<file path="src/hdl/wake_pkg.sv">
// constants and types shared by the dormant wakeup controller
// How it works
// periodic update timer sets dormant length in network saving mode only
// wakeup timer optional in ultra low power, derived shorter in network mode
// analog channels wake when sample is above or below a threshold
// analog channels alternatively wake inside or outside a programmed window
// wake pins trigger on high, low, rising, falling or either edge
// reset line with turn-on active resets the device, leaving dormant
// reset line with turn-on inactive causes emergency power-off
// turn-on line going inactive to active wakes the device
// host floats turn-on in network mode; grounded line requests wake
// dormant stays until an enabled source fires, turn-on is asserted, reset is seen or update timer expires
// network mode cycles dormant, boot active window, dormant again
// after becoming active, idle for active-idle time then go dormant in network mode or once go is written
// new timer values load into the counters at the next idle or dormant entry and are retained across cycles
// at power-up go active if turn-on asserted, else dormant
// enabled sources merge into one wake request; config kept across cycles
package wake_pkg;
   localparam logic [7:0] ctrl_addr      = 8'h00;
   localparam logic [7:0] src_en_addr    = 8'h04;
   localparam logic [7:0] pin_cfg_addr   = 8'h08;
   localparam logic [7:0] ana_cfg_addr   = 8'h0c;
   localparam logic [7:0] ana_a_lo_addr  = 8'h10;
   localparam logic [7:0] ana_a_hi_addr  = 8'h14;
   localparam logic [7:0] ana_b_lo_addr  = 8'h18;
   localparam logic [7:0] ana_b_hi_addr  = 8'h1c;
   localparam logic [7:0] update_addr    = 8'h20;
   localparam logic [7:0] idle_addr      = 8'h24;
   localparam logic [7:0] wtimer_addr    = 8'h28;
   localparam logic [7:0] status_addr    = 8'h2c;
   localparam logic [7:0] irq_stat_addr  = 8'h30;
   localparam logic [7:0] irq_mask_addr  = 8'h34;
   localparam logic [7:0] go_addr        = 8'h38;
   // source enable bits
   localparam int en_wtimer = 0;
   localparam int en_ana_a  = 1;
   localparam int en_ana_b  = 2;
   localparam int en_pin_a  = 3;
   localparam int en_pin_b  = 4;
   // margin by which the derived wakeup timer precedes the update timer
   localparam logic [31:0] boot_margin   = 32'h0000_0010;
   localparam logic [1:0]  resp_okay     = 2'h0;
   localparam logic [1:0]  resp_slverr   = 2'h2;
   typedef enum logic [2:0] {
      pin_high, pin_low, pin_rise, pin_fall, pin_both
   } pin_mode_type;
   typedef enum logic [1:0] {
      ana_above, ana_below, ana_inside, ana_outside
   } ana_mode_type;
   typedef enum {st_off, st_active, st_idle, st_dormant} power_state_type;
endpackage

</file>
<file path="src/hdl/dormant_wakeup_controller.sv">
// dormant wakeup controller with axi4-lite register slave
//
// Added by the designer: the placing of the registers and the AXI4-Lite slave port.
`timescale 1ns/1ps
`default_nettype none
module dormant_wakeup_controller #(
   parameter int ana_width = 12
) (
   // clock and reset
   input  wire logic                 clk,
   input  wire logic                 rstn,
   // axi4-lite slave
   input  wire logic [7:0]           s_axi_awaddr,
   input  wire logic                 s_axi_awvalid,
   output logic                      s_axi_awready,
   input  wire logic [31:0]          s_axi_wdata,
   input  wire logic [3:0]           s_axi_wstrb,
   input  wire logic                 s_axi_wvalid,
   output logic                      s_axi_wready,
   output logic [1:0]                s_axi_bresp,
   output logic                      s_axi_bvalid,
   input  wire logic                 s_axi_bready,
   input  wire logic [7:0]           s_axi_araddr,
   input  wire logic                 s_axi_arvalid,
   output logic                      s_axi_arready,
   output logic [31:0]               s_axi_rdata,
   output logic [1:0]                s_axi_rresp,
   output logic                      s_axi_rvalid,
   input  wire logic                 s_axi_rready,
   // host pins, active low, asynchronous
   input  wire logic                 power_on_n,
   input  wire logic                 reset_in_n,
   // wake sensors
   input  wire logic                 pin_wake_a,
   input  wire logic                 pin_wake_b,
   input  wire logic [ana_width-1:0] analog_wake_ch_a,
   input  wire logic [ana_width-1:0] analog_wake_ch_b,
   // power sequencer
   output logic                      wake_request,
   output logic                      device_reset,
   output logic                      emergency_off,
   output logic                      dormant,
   output logic                      irq
);
   logic       rs1, rs2;
   logic [3:0] m1, m2;
   logic [ana_width-1:0] aa1, aa2, ab1, ab2;
   // release reset through two stages
   always_ff @(posedge clk or negedge rstn) begin
      if (!rstn) begin
         rs1 <= 1'b0;
         rs2 <= 1'b0;
      end else begin
         rs1 <= 1'b1;
         rs2 <= rs1;
      end
   end
   wire logic rst_n = rs2;
   // two stages, left unreset so the first edge out of reset sees the true turn-on level
   always_ff @(posedge clk) begin
      m1  <= {pin_wake_b, pin_wake_a, reset_in_n, power_on_n};
      m2  <= m1;
      aa1 <= analog_wake_ch_a;
      aa2 <= aa1;
      ab1 <= analog_wake_ch_b;
      ab2 <= ab1;
   end
   wire logic on_now  = ~m2[0];
   wire logic rst_now = ~m2[1];
   // registers
   logic        net_mode, ulp_wtimer_en;
   logic [4:0]  src_en;
   logic [5:0]  pin_cfg;
   logic [3:0]  ana_cfg;
   logic [ana_width-1:0] a_lo, a_hi, b_lo, b_hi;
   logic [31:0] upd_val, idle_val, wt_val;
   logic [4:0]  irq_stat, irq_mask;
   logic        go_dormant;
   logic [3:0]  prev_pins;
   logic        prev_on;

   function automatic logic pin_hit(input logic [2:0] mode, input logic now,
                                    input logic was);
      unique case (wake_pkg::pin_mode_type'(mode))
         wake_pkg::pin_high: pin_hit = now;
         wake_pkg::pin_low:  pin_hit = ~now;
         wake_pkg::pin_rise: pin_hit = now & ~was;
         wake_pkg::pin_fall: pin_hit = ~now & was;
         wake_pkg::pin_both: pin_hit = now ^ was;
         default:            pin_hit = 1'b0;
      endcase
   endfunction
   function automatic logic ana_hit(input logic [1:0] mode,
                                    input logic [ana_width-1:0] v, lo, hi);
      unique case (wake_pkg::ana_mode_type'(mode))
         wake_pkg::ana_above:   ana_hit = v > hi;
         wake_pkg::ana_below:   ana_hit = v < lo;
         wake_pkg::ana_inside:  ana_hit = (v >= lo) && (v <= hi);
         wake_pkg::ana_outside: ana_hit = (v < lo) || (v > hi);
      endcase
   endfunction
   // power state machine
   wake_pkg::power_state_type state, next_state;
   logic [31:0] upd_cnt, next_upd_cnt, wt_cnt, next_wt_cnt, idle_cnt, next_idle_cnt;
   logic        next_wake, next_dev_rst, next_eoff;
   logic [4:0]  ev;
   logic        src_any, upd_exp, wt_exp;
   logic [31:0] wt_eff;
   always_comb begin
      ev[wake_pkg::en_pin_a] = pin_hit(pin_cfg[2:0], m2[2], prev_pins[2]);
      ev[wake_pkg::en_pin_b] = pin_hit(pin_cfg[5:3], m2[3], prev_pins[3]);
      ev[wake_pkg::en_ana_a] = ana_hit(ana_cfg[1:0], aa2, a_lo, a_hi);
      ev[wake_pkg::en_ana_b] = ana_hit(ana_cfg[3:2], ab2, b_lo, b_hi);
      // derived wakeup precedes the update timer so boot completes in time
      wt_eff = (upd_val > wake_pkg::boot_margin) ? upd_val - wake_pkg::boot_margin
                                                 : 32'h0000_0001;
      wt_exp = (wt_cnt == 32'h0000_0000);
      ev[wake_pkg::en_wtimer] = (state == wake_pkg::st_dormant) && wt_exp &&
                                (net_mode || ulp_wtimer_en);
      upd_exp = net_mode && (upd_cnt == 32'h0000_0000);
      src_any = |(ev & src_en);
      next_state    = state;
      next_upd_cnt  = upd_cnt;
      next_wt_cnt   = wt_cnt;
      next_idle_cnt = idle_cnt;
      next_wake     = 1'b0;
      next_dev_rst  = 1'b0;
      next_eoff     = 1'b0;
      unique case (state)
         wake_pkg::st_off: begin
            next_state = on_now ? wake_pkg::st_active : wake_pkg::st_dormant;
            next_upd_cnt = upd_val;
            next_wt_cnt  = net_mode ? wt_eff : wt_val;
         end
         wake_pkg::st_active: begin
            next_idle_cnt = idle_val;
            next_state    = wake_pkg::st_idle;
         end
         wake_pkg::st_idle: begin
            if (idle_cnt != 32'h0000_0000) next_idle_cnt = idle_cnt - 32'h0000_0001;
            if (idle_cnt == 32'h0000_0000 && (net_mode || go_dormant)) begin
               next_state   = wake_pkg::st_dormant;
               next_upd_cnt = upd_val;
               next_wt_cnt  = net_mode ? wt_eff : wt_val;
            end
         end
         wake_pkg::st_dormant: begin
            if (!upd_exp && net_mode) next_upd_cnt = upd_cnt - 32'h0000_0001;
            if (!wt_exp) next_wt_cnt = wt_cnt - 32'h0000_0001;
            // grounded turn-on counts as wake, even if the host should float it
            if (src_any || upd_exp || (on_now && !prev_on) || (on_now && net_mode)) begin
               next_state = wake_pkg::st_active;
               next_wake  = 1'b1;
            end
         end
      endcase
      if (rst_now) begin
         if (on_now) begin
            next_dev_rst = 1'b1;
            next_state   = wake_pkg::st_active;
         end else begin
            next_eoff  = 1'b1;
            next_state = wake_pkg::st_off;
         end
      end
   end

   always_ff @(posedge clk or negedge rst_n) begin
      if (!rst_n) begin
         state         <= wake_pkg::st_off;
         upd_cnt       <= '0;
         wt_cnt        <= '0;
         idle_cnt      <= '0;
         wake_request  <= 1'b0;
         device_reset  <= 1'b0;
         emergency_off <= 1'b0;
         dormant       <= 1'b0;
         prev_pins     <= 4'hf;
         prev_on       <= 1'b0;
      end else begin
         state         <= next_state;
         upd_cnt       <= next_upd_cnt;
         wt_cnt        <= next_wt_cnt;
         idle_cnt      <= next_idle_cnt;
         wake_request  <= next_wake;
         device_reset  <= next_dev_rst;
         emergency_off <= next_eoff;
         dormant       <= (next_state == wake_pkg::st_dormant);
         prev_pins     <= m2;
         prev_on       <= on_now;
      end
   end

   // axi4-lite slave: one write, one read at a time
   logic        aw_got, w_got;
   logic [7:0]  aw_addr;
   logic [31:0] w_data;
   wire logic   wr_do = aw_got && w_got && !s_axi_bvalid;
   wire logic   rd_do = s_axi_arvalid && s_axi_arready;
   logic [31:0] rd_val;
   logic        rd_ok, wr_ok;
   always_comb begin
      rd_ok = 1'b1;
      unique case (s_axi_araddr)
         wake_pkg::ctrl_addr:     rd_val = {30'h0, ulp_wtimer_en, net_mode};
         wake_pkg::src_en_addr:   rd_val = {27'h0, src_en};
         wake_pkg::pin_cfg_addr:  rd_val = {26'h0, pin_cfg};
         wake_pkg::ana_cfg_addr:  rd_val = {28'h0, ana_cfg};
         wake_pkg::ana_a_lo_addr: rd_val = 32'(a_lo);
         wake_pkg::ana_a_hi_addr: rd_val = 32'(a_hi);
         wake_pkg::ana_b_lo_addr: rd_val = 32'(b_lo);
         wake_pkg::ana_b_hi_addr: rd_val = 32'(b_hi);
         wake_pkg::update_addr:   rd_val = upd_val;
         wake_pkg::idle_addr:     rd_val = idle_val;
         wake_pkg::wtimer_addr:   rd_val = wt_val;
         wake_pkg::status_addr:   rd_val = {25'h0, ev, state == wake_pkg::st_dormant, net_mode};
         wake_pkg::irq_stat_addr: rd_val = {27'h0, irq_stat};
         wake_pkg::irq_mask_addr: rd_val = {27'h0, irq_mask};
         default: begin
            rd_val = 32'h0000_0000;
            rd_ok  = 1'b0;
         end
      endcase
      wr_ok = (aw_addr <= wake_pkg::go_addr) && (aw_addr[1:0] == 2'h0) &&
              (aw_addr != wake_pkg::status_addr) && (aw_addr != wake_pkg::irq_stat_addr);
   end
   always_ff @(posedge clk or negedge rst_n) begin
      if (!rst_n) begin
         aw_got <= 1'b0;
         w_got  <= 1'b0;
         aw_addr <= '0;
         w_data <= '0;
         s_axi_awready <= 1'b0;
         s_axi_wready  <= 1'b0;
         s_axi_bvalid  <= 1'b0;
         s_axi_bresp   <= wake_pkg::resp_okay;
         s_axi_arready <= 1'b0;
         s_axi_rvalid  <= 1'b0;
         s_axi_rdata   <= '0;
         s_axi_rresp   <= wake_pkg::resp_okay;
         net_mode <= 1'b0;
         ulp_wtimer_en <= 1'b0;
         src_en <= '0;
         pin_cfg <= '0;
         ana_cfg <= '0;
         a_lo <= '0;
         a_hi <= '0;
         b_lo <= '0;
         b_hi <= '0;
         upd_val <= '0;
         idle_val <= '0;
         wt_val <= '0;
         irq_stat <= '0;
         irq_mask <= '0;
         go_dormant <= 1'b0;
         irq <= 1'b0;
      end else begin
         s_axi_awready <= !aw_got && !s_axi_awready && s_axi_awvalid;
         s_axi_wready  <= !w_got && !s_axi_wready && s_axi_wvalid;
         if (s_axi_awvalid && s_axi_awready) begin
            aw_got  <= 1'b1;
            aw_addr <= s_axi_awaddr;
         end
         if (s_axi_wvalid && s_axi_wready) begin
            w_got  <= 1'b1;
            w_data <= s_axi_wdata;
         end
         if (s_axi_bvalid && s_axi_bready) s_axi_bvalid <= 1'b0;
         go_dormant <= go_dormant && (state != wake_pkg::st_dormant);
         if (wr_do) begin
            aw_got <= 1'b0;
            w_got  <= 1'b0;
            s_axi_bvalid <= 1'b1;
            s_axi_bresp  <= wr_ok ? wake_pkg::resp_okay : wake_pkg::resp_slverr;
            // new values are stored at once, timers load at the next idle or dormant entry; all but go_dormant, cleared at dormant entry, are kept across cycles
            unique case (aw_addr)
               wake_pkg::ctrl_addr:     {ulp_wtimer_en, net_mode} <= w_data[1:0];
               wake_pkg::src_en_addr:   src_en   <= w_data[4:0];
               wake_pkg::pin_cfg_addr:  pin_cfg  <= w_data[5:0];
               wake_pkg::ana_cfg_addr:  ana_cfg  <= w_data[3:0];
               wake_pkg::ana_a_lo_addr: a_lo <= w_data[ana_width-1:0];
               wake_pkg::ana_a_hi_addr: a_hi <= w_data[ana_width-1:0];
               wake_pkg::ana_b_lo_addr: b_lo <= w_data[ana_width-1:0];
               wake_pkg::ana_b_hi_addr: b_hi <= w_data[ana_width-1:0];
               wake_pkg::update_addr:   upd_val  <= w_data;
               wake_pkg::idle_addr:     idle_val <= w_data;
               wake_pkg::wtimer_addr:   wt_val   <= w_data;
               wake_pkg::irq_mask_addr: irq_mask <= w_data[4:0];
               wake_pkg::go_addr:       go_dormant <= w_data[0];
               default: ;
            endcase
         end
         s_axi_arready <= !s_axi_arready && !s_axi_rvalid && s_axi_arvalid;
         if (rd_do) begin
            s_axi_rvalid <= 1'b1;
            s_axi_rdata  <= rd_val;
            s_axi_rresp  <= rd_ok ? wake_pkg::resp_okay : wake_pkg::resp_slverr;
         end else if (s_axi_rvalid && s_axi_rready) begin
            s_axi_rvalid <= 1'b0;
         end
         // event set wins over read clear
         irq_stat <= ((rd_do && s_axi_araddr == wake_pkg::irq_stat_addr) ? 5'h0 : irq_stat)
                     | (next_wake ? (ev & src_en) : 5'h0);
         irq <= |(irq_stat & irq_mask);
      end
   end

   a_eoff_on_rst: assert property (@(posedge clk) disable iff (!rst_n)
      (rst_now && !on_now) |=> emergency_off && state == wake_pkg::st_off)
      else $error("emergency off missing");
   a_reset_on: assert property (@(posedge clk) disable iff (!rst_n)
      (rst_now && on_now) |=> device_reset && state == wake_pkg::st_active)
      else $error("device reset missing");
   a_turn_on_wake: assert property (@(posedge clk) disable iff (!rst_n)
      (state == wake_pkg::st_dormant && on_now && !prev_on && !rst_now) |=> wake_request)
      else $error("turn-on did not wake");
   a_src_wake: assert property (@(posedge clk) disable iff (!rst_n)
      (state == wake_pkg::st_dormant && src_any && !rst_now) |=> state == wake_pkg::st_active)
      else $error("enabled source did not wake");
   a_stay_dormant: assert property (@(posedge clk) disable iff (!rst_n)
      (state == wake_pkg::st_dormant && !src_any && !upd_exp && !on_now && !rst_now)
      |=> state == wake_pkg::st_dormant)
      else $error("left dormant without cause");
   a_upd_expire: assert property (@(posedge clk) disable iff (!rst_n)
      (state == wake_pkg::st_dormant && upd_exp && !rst_now) |=> wake_request)
      else $error("update timer expiry ignored");
   a_idle_hold: assert property (@(posedge clk) disable iff (!rst_n)
      (state == wake_pkg::st_idle && idle_cnt != 0 && !rst_now) |=> state == wake_pkg::st_idle)
      else $error("left idle early");
   a_power_up: assert property (@(posedge clk) disable iff (!rst_n)
      (state == wake_pkg::st_off && !rst_now) |=>
      state == ($past(on_now) ? wake_pkg::st_active : wake_pkg::st_dormant))
      else $error("wrong power-up state");
   c_net_cycle: cover property (@(posedge clk) disable iff (!rst_n)
      net_mode && state == wake_pkg::st_idle ##1 state == wake_pkg::st_dormant);
   c_pin_wake: cover property (@(posedge clk) disable iff (!rst_n)
      wake_request && irq_stat[wake_pkg::en_pin_a]);
   c_eoff: cover property (@(posedge clk) disable iff (!rst_n) emergency_off);
endmodule
`default_nettype wire

</file>
<file path="config.mk">
export PLATFORM = sky130hd
export DESIGN_NAME = dormant_wakeup_controller
export DESIGN_NICKNAME = d
export VERILOG_FILES = /design/src/hdl/wake_pkg.sv /design/src/hdl/dormant_wakeup_controller.sv
export SDC_FILE = /design/constraint.sdc
export NUM_CORES = 1
export LEC_CHECK = 0
export ABC_AREA = 0
export BUFFER_PORTS_ARGS = -buffer_cell sky130_fd_sc_hd__buf_2
export CAP_MARGIN = 20
export CORE_MARGIN = 1
export CORE_UTILIZATION = 50
export DETAILED_ROUTE_END_ITERATION = 6
export MAX_ROUTING_LAYER = met4
export PLACE_DENSITY = 0.75
export RECOVER_POWER = 50
export SYNTH_ARGS = -nofsm -noshare
export SYNTH_HDL_FRONTEND = slang
export SYNTH_SLANG_ARGS = --single-unit
</file>
<file path="constraint.sdc">
create_clock -name clk -period 10.6 [get_ports clk]
set_input_delay 0 -clock clk [delete_from_list [all_inputs] [get_ports clk]]
set_output_delay 0 -clock clk [all_outputs]
set_load 0.01 [all_outputs]
</file>
==> reports/metrics.csv <==
metric,value,unit
die_area,42900,um^2
power.share.combinational,20.5,%
synth_sequential_area_ratio,51.9,%
synth.lib_cells_used.distinct,75,
skew,0.0287,ns
maxClockFrequency,0.169,GHz
number_of_enable_type_register_cells_in_the_synthesized_netlist,0,
power.share.switching,32.7,%
postSynth.asyncResetShare,87.5,%
p_seq_share,45.6,%
final_hold_vios,0,
power.net_switching,1.65,mW
worst_slew_pin_slew,4.04,ns
drt-vias-per-instance,6.23,
cp_data_required_time,11.21,ns
first_global_vias,16900,
summed_negative_setup_slack_over_all_endpoints,0,ns
min_period_over_period,55.7,%
post_cts_buffers,0,
port_buffers,126,
min_period,5.90,ns
drive_gt1_share,18.4,%
clk_root_buffer_cell,clkbuf_16,
unrepaired_setup_endpoints_after_global_routing,false,
fp.coreArea,41200,um^2
syn-mean-instance-area,10.5,um^2
drt_iter0_markers,1829,
globalRouteOverflowTotal,0,
maxCapViolations,7,
route.detailed.drc,6,
layout_commonest_cell,dfrtp_1,
report.final.setup_viol,0,
worst_skew_pair.late_latency,0.60,ns
clock_path_buffers,3,
std_cell_rows,74,
cts.sink_count,447,
start_point_of_the_worst_hold_path,analog_wake_ch_a[6],
synthesis.instances,1999,
post-dp-hpwl,41.8,mm
worstReg2RegStart,rs2$_DFF_PN0_,
synth.yosys.warnings,0,
insertedDiodeCount,0,
status,"complete, but fails checks",
p_int,3.39,mW
cts_made_buffers,47,
synthesis.area,21000,um^2
holdPathEnd,aa1[6]$_DFF_P_,
grt_antenna_before_repair,0,
slew_viol_final,350,
area.growth.synth_to_final,16.7,%
layout.cells.most_common_list,"dfrtp_1 (389), mux2_2 (206), nor2_1 (152)",
powerDensity,206,nW/um^2
leakage,10.9,nW
finish.net_count,2343,
ioPinCount,133,
firstDrtPassIters,7,
cts_htree_levels,2,
end_kind,asynchronous set/reset pin,
netlist_top_cells_area,"dfrtp_1 (46%), mux2_2 (11%), dfxtp_1 (5.3%)",
fill_cells,3333,
failed_checks,"design-rule violations, max-capacitance violations, max-slew violations",
totalWireLength,60.4,mm
crit-reg2reg-capture,upd_val[5]$_DFFE_PN0P_,
max-vdd-ir-drop,0.000188,V
synth_top_cell_by_area,dfrtp_1,
detail_route.wl_per_cell,21.8,um
fp.dieW,207,um
grt_first_pass_wirelength,94.5,mm
clkPwrFrac,33.9,%
timing.critical_path.fanout_max,74,
initial_utilization,51.0,%
chipHeight,207,um
worst_r2r_path_depth,2,
synth-main-ff-cell,dfrtp_1,
regToRegSetupSlack,4.70,ns
cp.arrival,6.51,ns
hold_path_class,in -> reg,
timing_worst_setup_path_type,reg -> async,
synth_top_area_share,46.3,%
gr-usage-all-layers,29.0,%
hold-path-cell-count,2,
antenna_left,0,
timing.hold.ws,0.0239,ns
fin_total_pwr,5.05,mW
synth_seq_cells,447,
cts_tree,yes,
grt_start_max_net_pins,97,
worst_slew_margin_rel,-169,%
cts.reportedPaths.clkPinSlew,0.07,ns
vias,17300,
start_kind,flop,
gp_congestion,0.960,
registers in the layout, indices dropped and copies added (netlist names), 8 cells and up:
register and count:
b_lo 12, a_lo 12, wt_cnt 32, idle_cnt 32
upd_cnt 32, w_data 32, ab2 12, idle_val 32
aw_addr 8, ab1 12, aa1 12, wt_val 32
a_hi 12, s_axi_rdata 32, upd_val 32, b_hi 12
state 32, aa2 12
critical path, cell delays in order, from the launching register on:
cell and delay, ns:
dfrtp_1 1.82, clkbuf_1 2.95, buf_4 1.02
power by group through the flow:
stage               clock (mW)  sequential [mW]  combinational (mW)
global placement             0             2.31               0.955
finish                    1.71             2.30                1.03
CTS                       1.74             2.29                1.02
detailed placement           0             2.32               0.994
floorplan                    0             2.12               0.807
global route              1.81             2.32                1.14
layer usage:
| layer | part of all wire (%) | GRT usage, % | up-vias |
|---|---|---|---|
| met5 | 0 | - | - |
| met4 | 5.0 | 14.1 | 0 |
| met3 | 6.8 | 4.38 | 172 |
| met2 | 48 | 45.9 | 733 |
| met1 | 40 | 36.5 | 8586 |
| li1 | - | - | 7778 |
metrics by stage:
step,utilization [%],std cells,worst slack [ns],cell area (um^2)
2_1_floorplan,-,2030,4.22,21100
3_3_place_gp,53.9,2604,6.80,22200
3_5_place_dp,53.9,2604,6.74,22200
4_1_cts,59.8,2770,6.74,24600
5_1_grt,59.5,2770,3.63,24500
6_report,59.5,2770,4.70,24500
worst max path at each step:
stage                                     start                      to  slack, ns  cells after the start
after floorplan                   rs2$_DFF_PN0_     a_hi[0]$_DFFE_PN0P_       4.22                      0
after global placement    wt_cnt[0]$_DFFE_PN0P_   wt_cnt[0]$_DFFE_PN0P_       6.80                     11
after detailed placement  wt_cnt[0]$_DFFE_PN0P_   wt_cnt[0]$_DFFE_PN0P_       6.74                     11
after CTS                 wt_cnt[0]$_DFFE_PN0P_   wt_cnt[0]$_DFFE_PN0P_       6.74                     11
after global routing              rs2$_DFF_PN0_  upd_val[5]$_DFFE_PN0P_       3.63                      2
final                             rs2$_DFF_PN0_  upd_val[5]$_DFFE_PN0P_       4.70                      2
repair_timing:
action,in CTS,in global routing
hold endpoints to repair,83,0
hold buffers,78,0
setup endpoints to repair,0,0
resized for setup,0,0
final cells by class:
type	count	area, um^2	area share [%]
sequential	447	10900	44.5
multi-input combinational	1398	9520	38.8
timing repair buffer	231	1530	6.25
clock buffer	58	1300	5.30
tap	532	666	2.71
clock inverter	30	333	1.36
inverter	74	278	1.13
logic make-up (layout without fill, tap and decap cells):
family                   Yosys count  after routing  synth area share [%]
buffers and inverters            185            393                  3.56
AND/OR/NAND/NOR                  541            541                  12.4
flip-flops                       447            447                  51.9
AO/OA/AOI/OAI                    535            535                  16.6
adder cells (fa/ha/maj)           57             57                  3.39
multiplexers                     210            210                  11.2
other                              2             33                0.0357
XOR/XNOR                          22             22                 0.916
cell usage after synthesis, drive strengths merged, types with 9 or more instances:
master / number
or3: 11
a31oi: 33
a22oi: 48
o22a: 26
dfxtp: 56
nand4: 22
mux2: 206
ha: 57
a22o: 11
nor3: 62
nor2: 155
a221oi: 26
and3: 11
or4: 13
inv: 74
clkbuf: 80
nor4: 39
nor2b: 9
a21oi: 127
nand3: 49
o21ai: 151
a21o: 10
xor2: 16
nand2: 130
buf: 31
o22ai: 10
a222oi: 31
dfrtp: 389
No activity file was read; power rests on OpenSTA's default activity.
